===== config.mk =====
export PLATFORM = sky130hd
export DESIGN_NAME = tbp_port
export DESIGN_NICKNAME = d
export VERILOG_FILES = /design/src/pkg/tbp_pkg.sv /design/src/rtl/tbp_port.sv
export VERILOG_INCLUDE_DIRS = /design/src /design/src/pkg
export SDC_FILE = /design/constraint.sdc
export NUM_CORES = 1
export LEC_CHECK = 0
export BUFFER_PORTS_ARGS = -buffer_cell sky130_fd_sc_hd__buf_4
export CAP_MARGIN = 20
export CORE_MARGIN = 8
export CORE_UTILIZATION = 34
export CTS_BUF_LIST = sky130_fd_sc_hd__clkbuf_4 sky130_fd_sc_hd__clkbuf_8
export DETAILED_ROUTE_END_ITERATION = 12
export PLACE_DENSITY_LB_ADDON = 0.1
export SLEW_MARGIN = 20
export SYNTH_ARGS = -nofsm -noshare
export SYNTH_HDL_FRONTEND = slang
export SYNTH_SLANG_ARGS = --single-unit

===== constraint.sdc =====
create_clock -name pclk -period 1.25 [get_ports pclk]
set_input_delay 0.1875 -clock pclk [delete_from_list [all_inputs] [get_ports pclk]]
set_output_delay 0.1875 -clock pclk [all_outputs]
set_load 0.005 [all_outputs]

===== src/pkg/tbp_regs.svh =====
`ifndef TBP_REGS_SVH
`define TBP_REGS_SVH
// ----------------------------------------
// register map (index; byte address is four times index)
// ----------------------------------------
`define TBP_IDX_DATA 8'h07
`define TBP_IDX_DIR 8'h0a
`define TBP_IDX_FUNC 8'h0b
`define TBP_ADDR_DATA 12'h01c
`define TBP_ADDR_DIR 12'h028
`define TBP_ADDR_FUNC 12'h02c
`define TBP_RST_LATCH 3'h7
`define TBP_RST_DIR 1'h0
`define TBP_RST_FUNC 3'h0
`define TBP_BIT_RD 0
`define TBP_BIT_WR 1
`define TBP_BIT_HWR 2
`endif


===== src/pkg/tbp_pkg.sv =====
package tbp_pkg;
   typedef struct packed {
      logic rd_active;
      logic wr_active;
      logic hwr_active;
      logic external;
   } tbp_cycle_s;
   typedef struct packed {
      logic [2:0] latch;
      logic dir2;
      logic [2:0] func;
   } tbp_cfg_s;
endpackage


===== src/rtl/tbp_port.sv =====
// Register access over APB is this design's own decision.
`timescale 1ns/1ps
`include "tbp_regs.svh"
module tbp_port (
   input wire logic pclk,
   input wire logic presetn,
   input wire logic psel,
   input wire logic penable,
   input wire logic pwrite,
   input wire logic [11:0] paddr,
   input wire logic [31:0] pwdata,
   output logic [31:0] prdata,
   output logic pready,
   output logic pslverr,
   // bus cycle status from the cpu, same clock
   input wire tbp_pkg::tbp_cycle_s cycle,
   input wire logic pin2_in,
   output logic pin0_out,
   output logic pin1_out,
   output logic pin2_out,
   output logic pin2_oe,
   output logic pin2_pullup
);
   // ----------------------------------------
   // register state
   // ----------------------------------------
   tbp_pkg::tbp_cfg_s cfg_reg, cfg_next;
   logic [31:0] prdata_reg, prdata_next;
   logic pslverr_reg, pslverr_next;
   logic pready_reg, pready_next;
   logic sync1_reg, sync2_reg;
   logic access;
   logic hit;

   assign access = psel & penable & ~pready_reg;
   assign hit = (paddr == `TBP_ADDR_DATA) | (paddr == `TBP_ADDR_DIR) | (paddr == `TBP_ADDR_FUNC);

   // pin input passes two flops; only the second is read
   // reset high: the pull-up is on after reset, so a low here would be a false level
   always_ff @(posedge pclk or negedge presetn) begin
      if (!presetn) begin
         sync1_reg <= 1'b1;
         sync2_reg <= 1'b1;
      end else begin
         sync1_reg <= pin2_in;
         sync2_reg <= sync1_reg;
      end
   end

   // one wait state: answer registered, pready high in second access cycle
   always_comb begin
      cfg_next = cfg_reg;
      prdata_next = prdata_reg;
      pslverr_next = 1'b0;
      pready_next = access;
      if (access) begin
         prdata_next = 32'h0;
         pslverr_next = ~hit;
         if (pwrite) begin
            case (paddr)
               `TBP_ADDR_DATA: cfg_next.latch = pwdata[2:0];
               `TBP_ADDR_DIR: cfg_next.dir2 = pwdata[2];
               `TBP_ADDR_FUNC: cfg_next.func = pwdata[2:0];
               default: ;
            endcase
         end else if (paddr == `TBP_ADDR_DATA) begin
            // pin two reads the pin while input; write-only registers read zero
            prdata_next = {29'h0, (cfg_reg.dir2 ? cfg_reg.latch[2] : sync2_reg), cfg_reg.latch[1:0]};
         end
      end
   end

   always_ff @(posedge pclk or negedge presetn) begin
      if (!presetn) begin
         cfg_reg <= {`TBP_RST_LATCH, `TBP_RST_DIR, `TBP_RST_FUNC};
         prdata_reg <= 32'h0;
         pslverr_reg <= 1'b0;
         pready_reg <= 1'b0;
      end else begin
         cfg_reg <= cfg_next;
         prdata_reg <= prdata_next;
         pslverr_reg <= pslverr_next;
         pready_reg <= pready_next;
      end
   end

   assign prdata = prdata_reg;
   assign pslverr = pslverr_reg;
   assign pready = pready_reg;

   // ----------------------------------------
   // pin drivers, registered
   // ----------------------------------------
   logic p0_reg;
   logic p0_next;
   logic p1_reg;
   logic p1_next;
   logic p2_reg;
   logic p2_next;
   logic oe_reg;
   logic oe_next;
   logic pu_reg;
   logic pu_next;

   always_comb begin
      p0_next = cfg_reg.latch[0];
      if (cfg_reg.func[`TBP_BIT_RD]) begin
         if (!cfg_reg.latch[0])
            p0_next = ~cycle.rd_active;
         else
            p0_next = ~(cycle.rd_active & cycle.external);
      end
      if (cfg_reg.func[`TBP_BIT_WR])
         p1_next = ~(cycle.wr_active & cycle.external);
      else
         p1_next = cfg_reg.latch[1];
      oe_next = cfg_reg.dir2;
      if (cfg_reg.func[`TBP_BIT_HWR] & cfg_reg.dir2)
         p2_next = ~(cycle.hwr_active & cycle.external);
      else
         p2_next = cfg_reg.latch[2];
      pu_next = ~cfg_reg.dir2 & cfg_reg.latch[2];
   end

   always_ff @(posedge pclk or negedge presetn) begin
      if (!presetn) begin
         p0_reg <= 1'b1;
         p1_reg <= 1'b1;
         p2_reg <= 1'b1;
         oe_reg <= 1'b0;
         pu_reg <= 1'b1;
      end else begin
         p0_reg <= p0_next;
         p1_reg <= p1_next;
         p2_reg <= p2_next;
         oe_reg <= oe_next;
         pu_reg <= pu_next;
      end
   end

   assign pin0_out = p0_reg;
   assign pin1_out = p1_reg;
   assign pin2_out = p2_reg;
   assign pin2_oe = oe_reg;
   assign pin2_pullup = pu_reg;
endmodule


==> results of run 1 <==
synth_stat cells, drive strengths merged (2+ instances only):
master   n
a21oi    2
a22o     3
buf     29
dfrtp   10
dfstp    9
inv      3
mux2     8
nand2    2
nand3    3
nand3b   2
nor2     4
nor2b    2
nor4     2
per-layer routing:
metal	up-vias	routed length, um	track usage [%]
li1	326	-	-
met1	314	954	10.1
met2	42	1010	13.9
met3	2	184	2.97
met4	0	31	6.24
met5	-	0	0
power by group through the flow:
stage	Sequential, mW	Clock, mW	Combinational, mW
after detailed placement	0.639	0	0.137
final	0.628	0.303	0.157
after CTS	0.628	0.324	0.150
after global placement	0.639	0	0.136
after floorplan	0.639	0	0.106
after global routing	0.629	0.340	0.174
cells by family (layout without fill, tap and decap cells):
kind of cell	after synthesis	in the layout
muxes	8	8
AOI/OAI and AO/OA	8	8
other	1	29
and+or+nand+nor	19	19
buffers and inverters	32	49
DFF	19	19
final cells by class:
class / instances / area share [%]
Inverter: 3 / 0.845
Clock inverter: 1 / 0.376
Timing Repair Buffer: 42 / 24.6
Sequential cell: 19 / 36.5
Clock buffer: 3 / 1.69
Tap cell: 33 / 3.10
Multi-Input combinational cell: 64 / 32.9
worst max-delay path: cells and delay by family, from the launching register on:
kind | cells | cell delay (ns)
buffers and inverters | 1 | 0.07
multiplexers | 1 | 0.31
AND/OR/NAND/NOR | 3 | 0.50
flip-flops | 1 | 0.39
stage by stage:
step	worst slack [ns]	power (mW)	setup TNS [ns]	utilization (%)	instance area [um2]
6_report	-0.133	1.09	-0.702	44.7	1330
5_1_grt	-0.198	1.14	-1.26	44.7	1330
4_1_cts	-0.147	1.10	-1.15	44.1	1310
3_5_place_dp	-0.231	0.776	-1.76	41.6	1240
3_3_place_gp	-0.191	0.774	-1.42	41.6	1240
2_1_floorplan	-0.113	0.745	-0.521	-	1140
final timing paths:
kind | startpoint | end | slack, ns
min in group asynchronous | presetn | pin2_oe | 0.29
worst min register to register | sync1_reg | sync2_reg | 0.36
worst max-delay path | pready | cfg_reg[0] | -0.13
worst max register to register | pready | cfg_reg[0] | -0.13
worst min-delay path | cycle[2] | pin1_out | 0.03
max in group asynchronous | presetn | pin0_out | 0.70
timing repair:
item,4_1_cts,5_1_grt
setup buffers,2,1
resized for setup,2,2
hold endpoints to repair,20,0
pin swaps,1,3
hold buffers,2,0
setup endpoints to repair,10,10
==> qor.csv, run 1 <==
stage,metric,value,unit
status,status,"finished, violations left",
status,violations,negative setup slack,
detailed_routing,routed_wl,2180,um
global_route,antenna_found_initial,0,
yosys,synth_xor_area_share,0,%
floorplanning,rows,20,
placement,gp_congestion,0.694,
power,p_leak,0.697,nW
power,pwr-share-seq,57.7,%
power,p_int,0.824,mW
yosys,synth_top_cell_by_area,dfrtp_1,
worst_setup_path,crit_slowest_cell,dfrtp_1,
sta,finalSetupViolations,7,
power,swShare,24.2,%
yosys,synth_top_family_by_area,buffers and inverters,
min_path,whs_path_depth,2,
detailed_routing,drc_errors,0,
yosys,ys_warn_count,0,
global_route,grt_pass1_vias,794,
sta,fin_crit,1.38,ns
worst_setup_path,endpoint_kind,register,
yosys,ys_seq_area_share,47.1,%
global_route,grt_max_degree,20,
placement,placed_cells,156,
detailed_routing,ant_nets,0,
yosys,synth_cells,87,
yosys,synth_top_area_share,24.2,%
power,ir_drop,0.197,mV
yosys,yosysUniqueCellTypes,26,
detailed_routing,via_per_inst,4.15,
sta,fin_skew,0.00609,ns
power,switching_power,0.263,mW
clocking,clock_latency,0.29,ns
clocking,cts_sinks,19,
floorplanning,start_util,34.7,%
floorplanning,boundaryPins,93,
sta,rsz0062_at_grt,yes,
yosys,synth-seq-cells,19,
detailed_routing,drtPass1Iterations,4,
sta,layout_setup_ws,-0.133,ns
yosys,async_flop_share,100,%
floorplanning,fp.dieH,71.1,um
sta,period_share,111,%
final_layout,antenna_cells,0,
worst_setup_path,worstSetupPathType,register to register,
worst_setup_path,cp_data_arrival_time,1.57,ns
placement,portBuffers,34,
detailed_routing,drtIter0Drc,24,
final_layout,multi_input_area,438,um2
yosys,synth-compound-area-share,5.45,%
power,power.density,816,nW/um2
floorplanning,die_x,71.1,um
min_path,hold_class,input pin to register,
yosys,yosys.area_share.simple,15.1,%
power,pwr-share-clk,27.8,%
final_layout,seq_area,487,um2
clocking,numCtsBuffers,3,
worst_setup_path,required,1.44,ns
worst_setup_path,cp_cell_sequence,nand3b_4 > inv_2 > and4_4 > nand4_4 > mux2_4,
clocking,h-tree-depth,1,
flow_run,drv_cap,0,
sta,fmax,723,MHz
yosys,synth_mux_area_share,9.81,%
yosys,netlist_area,1030,um2
final_layout,layout_common_cells,"buf_4 (38), conb_1 (29), dfrtp_1 (10)",
final_layout,instances_no_fill,165,
final_layout,syn_to_final_growth,28.9,%
sta,hold_viol_final,0,
detailed_routing,wire_per_inst,13.2,um
yosys,synth_enable_flop_cells,0,
yosys,syn_area_per_cell,11.9,um2
floorplanning,core_area,2980,um2
clocking,path_clk_slew,0.11,ns
yosys,synthFlopType,dfrtp_1,
worst_setup_path,r2r.worst_path.cells,5,
sta,slew_violations,0,
clocking,ctsRootBufferMaster,clkbuf_4,
worst_setup_path,cp-start-kind,register,
detailed_routing,num_vias,684,
floorplanning,die-area,5060,um2
global_route,grt_first_pass_wirelength,3610,um
placement,dp_hpwl,1850,um
final_layout,largest_reg_flops,6,
yosys,synth_area_leaders,"dfrtp_1 (24%), dfstp_2 (23%), buf_4 (21%), mux2_2 (4.4%), mux2_4 (4.4%)",
final_layout,final_layout_size_suffix_gt1_share,50.8,%
worst_setup_path,worstPathMaxFanout,3,
clocking,cts_tree,built,
worst_setup_path,cpPeakStageDelay,0.39,ns
clocking,cts.path.max_buffers,2,
yosys,synthAdderAreaFrac,0,%
global_route,track_usage,8.95,%
final_layout,fin_nets,187,
final_layout,n_fill_cell,288,
global_route,gr-total-overflow,0,
sta,hold-worst-slack,0.0262,ns
power,p_comb_share,14.4,%
final_layout,final_common_cell,buf_4,
No activity file was read; power rests on OpenSTA's default activity.
==> run 2: changes to the inputs <==
--- a/config.mk
+++ b/config.mk
@@ -12,6 +12,7 @@
 export CORE_UTILIZATION = 34
 export CTS_BUF_LIST = sky130_fd_sc_hd__clkbuf_4 sky130_fd_sc_hd__clkbuf_8
 export DETAILED_ROUTE_END_ITERATION = 12
+export HOLD_SLACK_MARGIN = 0.06
 export PLACE_DENSITY_LB_ADDON = 0.1
 export SLEW_MARGIN = 20
 export SYNTH_ARGS = -nofsm -noshare
==> constraint.sdc (replaced) <==
create_clock -name pclk -period 1.1 [get_ports pclk]
set_input_delay 0.165 -clock pclk [delete_from_list [all_inputs] [get_ports pclk]]
set_output_delay 0.165 -clock pclk [all_outputs]
set_load 0.005 [all_outputs]
==> run 2 against run 1 <==
The run still ends with negative setup slack left. Core utilization is 2.1 points higher. Final area rose by 4.6%. Via count increased by 1.9%. Critical endpoint is now cfg_reg[1]. Sequential share of layout area fell by 1.6 points. Combinational power up 22%. Global-route usage about the same. Non-clock buffer count is 4 higher. Power rose by 17%. Worst hold slack gained 0.085 ns. Critical path depth unchanged. Sequential cell count stayed put. Worst setup slack worse by 0.15 ns.
==> qor.csv, run 2 (synthesis results as in run 1) <==
stage,metric,value,unit,change
placement,portBuffers,34,,unchanged
sta,fin_crit,1.39,ns,+0.00381 ns
clocking,cts_tree,built,,
worst_setup_path,startpoint,pready,,
sta,fmax,721,MHz,-0.27%
detailed_routing,wire_per_inst,12.8,um,-3.1%
placement,dp_hpwl,1830,um,-1.2%
worst_setup_path,worstPathMaxFanout,3,,unchanged
worst_setup_path,r2r-start,pready,,
clocking,h-tree-depth,1,,unchanged
sta,fin_skew,0.000914,ns,-0.00518 ns
detailed_routing,routed_wl,2160,um,-0.78%
power,total_power,1.27,mW,+17%
final_layout,instances_no_fill,169,,+2.4%
placement,dp_slack,-0.315,ns,-0.0842 ns
final_layout,largest_reg_flops,6,,unchanged
global_route,track_usage,8.95,%,about the same
floorplanning,die_x,71.1,um,unchanged
clocking,numCtsBuffers,3,,unchanged
status,status,"finished, violations left",,
detailed_routing,ant_nets,0,,unchanged
min_path,min_from,pwdata[0],,
final_layout,syn_to_final_growth,34.9,%,
floorplanning,fp.dieH,71.1,um,unchanged
detailed_routing,drc_errors,0,,unchanged
detailed_routing,num_vias,697,,+1.9%
power,p_leak,0.719,nW,+3.0%
final_layout,antenna_cells,0,,unchanged
sta,finalSetupViolations,10,,+3
flow_run,drv_cap,0,,unchanged
status,violations,negative setup slack,,
floorplanning,boundaryPins,93,,unchanged
global_route,grt_first_pass_wirelength,3670,um,+1.7%
global_route,grt_max_degree,20,,unchanged
clocking,ctsRootBufferMaster,clkbuf_4,,
worst_setup_path,cp-start-kind,register,,
detailed_routing,via_per_inst,4.12,,-0.51%
clocking,clock_latency,0.29,ns,about the same
clocking,path_clk_slew,0.10,ns,about the same
floorplanning,rows,20,,unchanged
min_path,hold_class,input pin to register,,
sta,slew_violations,0,,unchanged
global_route,gr-total-overflow,0,,unchanged
sta,layout_setup_ws,-0.286,ns,-0.154 ns
floorplanning,start_util,34.7,%,unchanged
final_layout,final_common_cell,buf_4,,
final_layout,layout_common_cells,"buf_4 (33), conb_1 (29), dfrtp_1 (10)",,
power,ir_drop,0.227,mV,+15%
sta,rsz0062_at_grt,yes,,
worst_setup_path,endpoint_kind,register,,
sta,period_share,126,%,+15 points
worst_setup_path,cp_data_arrival_time,1.57,ns,about the same
global_route,antenna_found_initial,0,,unchanged
worst_setup_path,worstSetupPathType,register to register,,
worst_setup_path,required,1.28,ns,-0.16 ns
final_layout,final_layout_size_suffix_gt1_share,49.3,%,-1.5 points
floorplanning,core_area,2980,um2,unchanged
final_layout,fin_nets,191,,+2.1%
power,power.density,909,nW/um2,+11%
sta,fin_tns_setup,-2.12,ns,-1.42 ns
global_route,grt_pass1_vias,786,,-1.0%
final_layout,n_fill_cell,280,,-2.8%
placement,placed_cells,156,,unchanged
placement,gp_congestion,0.753,,+8.5%
clocking,cts.path.max_buffers,2,,unchanged
sta,hold_viol_final,0,,unchanged
detailed_routing,drtPass1Iterations,4,,unchanged
clocking,cts_sinks,19,,unchanged
detailed_routing,drtIter0Drc,9,,-63%
floorplanning,die-area,5060,um2,unchanged
run 2: cell count changes in the layout (fill, tap and decap cells not counted):
cell           before  now
clkinv_2            1    0
buf_6               2    7
buf_4              38   33
dlygate4sd3_1       2    6
clkbuf_4            3    4
run 2: cell type report:
class                   count  area, um2  area share, %
inverters                   3       11.3          0.808
well taps                  33       41.3           2.96
repair buffers             46        387           27.7
multi-input cells          64        438           31.4
clock buffers               4       30.0           2.15
flip-flops and latches     19        487           34.9
run 2: routing by layer:
layer / part of all wire [%] / GRT usage, %
met1: 43 / 10.6
met4: 0 / 4.85
met2: 47 / 13.3
met3: 9.9 / 3.81
met5: 0 / 0
run 2: final timing paths:
path	to	slack (ns)	depth (start not counted)
hold / removal	cfg_reg[4]	0.11	2
hold reg to reg	sync2_reg	0.36	0
max in group asynchronous	pin2_pullup	0.56	2
setup / recovery	cfg_reg[1]	-0.29	5
min in group asynchronous	prdata[1]	0.28	2
setup reg to reg	cfg_reg[1]	-0.29	5
run 2: report_power, final:
part           switching (mW)  total [mW]  internal (mW)  leakage (nW)
Clock                   0.197       0.363          0.165        0.0184
Sequential            0.00275       0.714          0.711         0.231
Combinational          0.0901       0.191          0.101         0.469
Total                   0.290        1.27          0.977         0.719
run 2: timing repair:
action | in CTS | in global routing
setup endpoints to repair | 10 | 15
hold buffers | 6 | 0
endpoints found under the hold margin | 23 | 0
buffers inserted | 2 | 1
pin swaps | 0 | 2
resized for setup | 2 | 7
run 2: metrics by stage:
stage          utilization (%)  hold slack [ns]  area, um2
5_1_grt                   46.8            0.101       1390
3_3_place_gp              41.6           0.0500       1240
3_5_place_dp              41.6           0.0534       1240
4_1_cts                   45.5            0.101       1360
2_1_floorplan                -           -0.131       1140
6_report                  46.8            0.111       1390
run 2: critical path: stages (launching register included):
cell and delay (ns):
dfrtp_1 0.39, nand3b_4 0.16, inv_2 0.07, and4_4 0.24, nand4_4 0.11, mux2_4 0.32
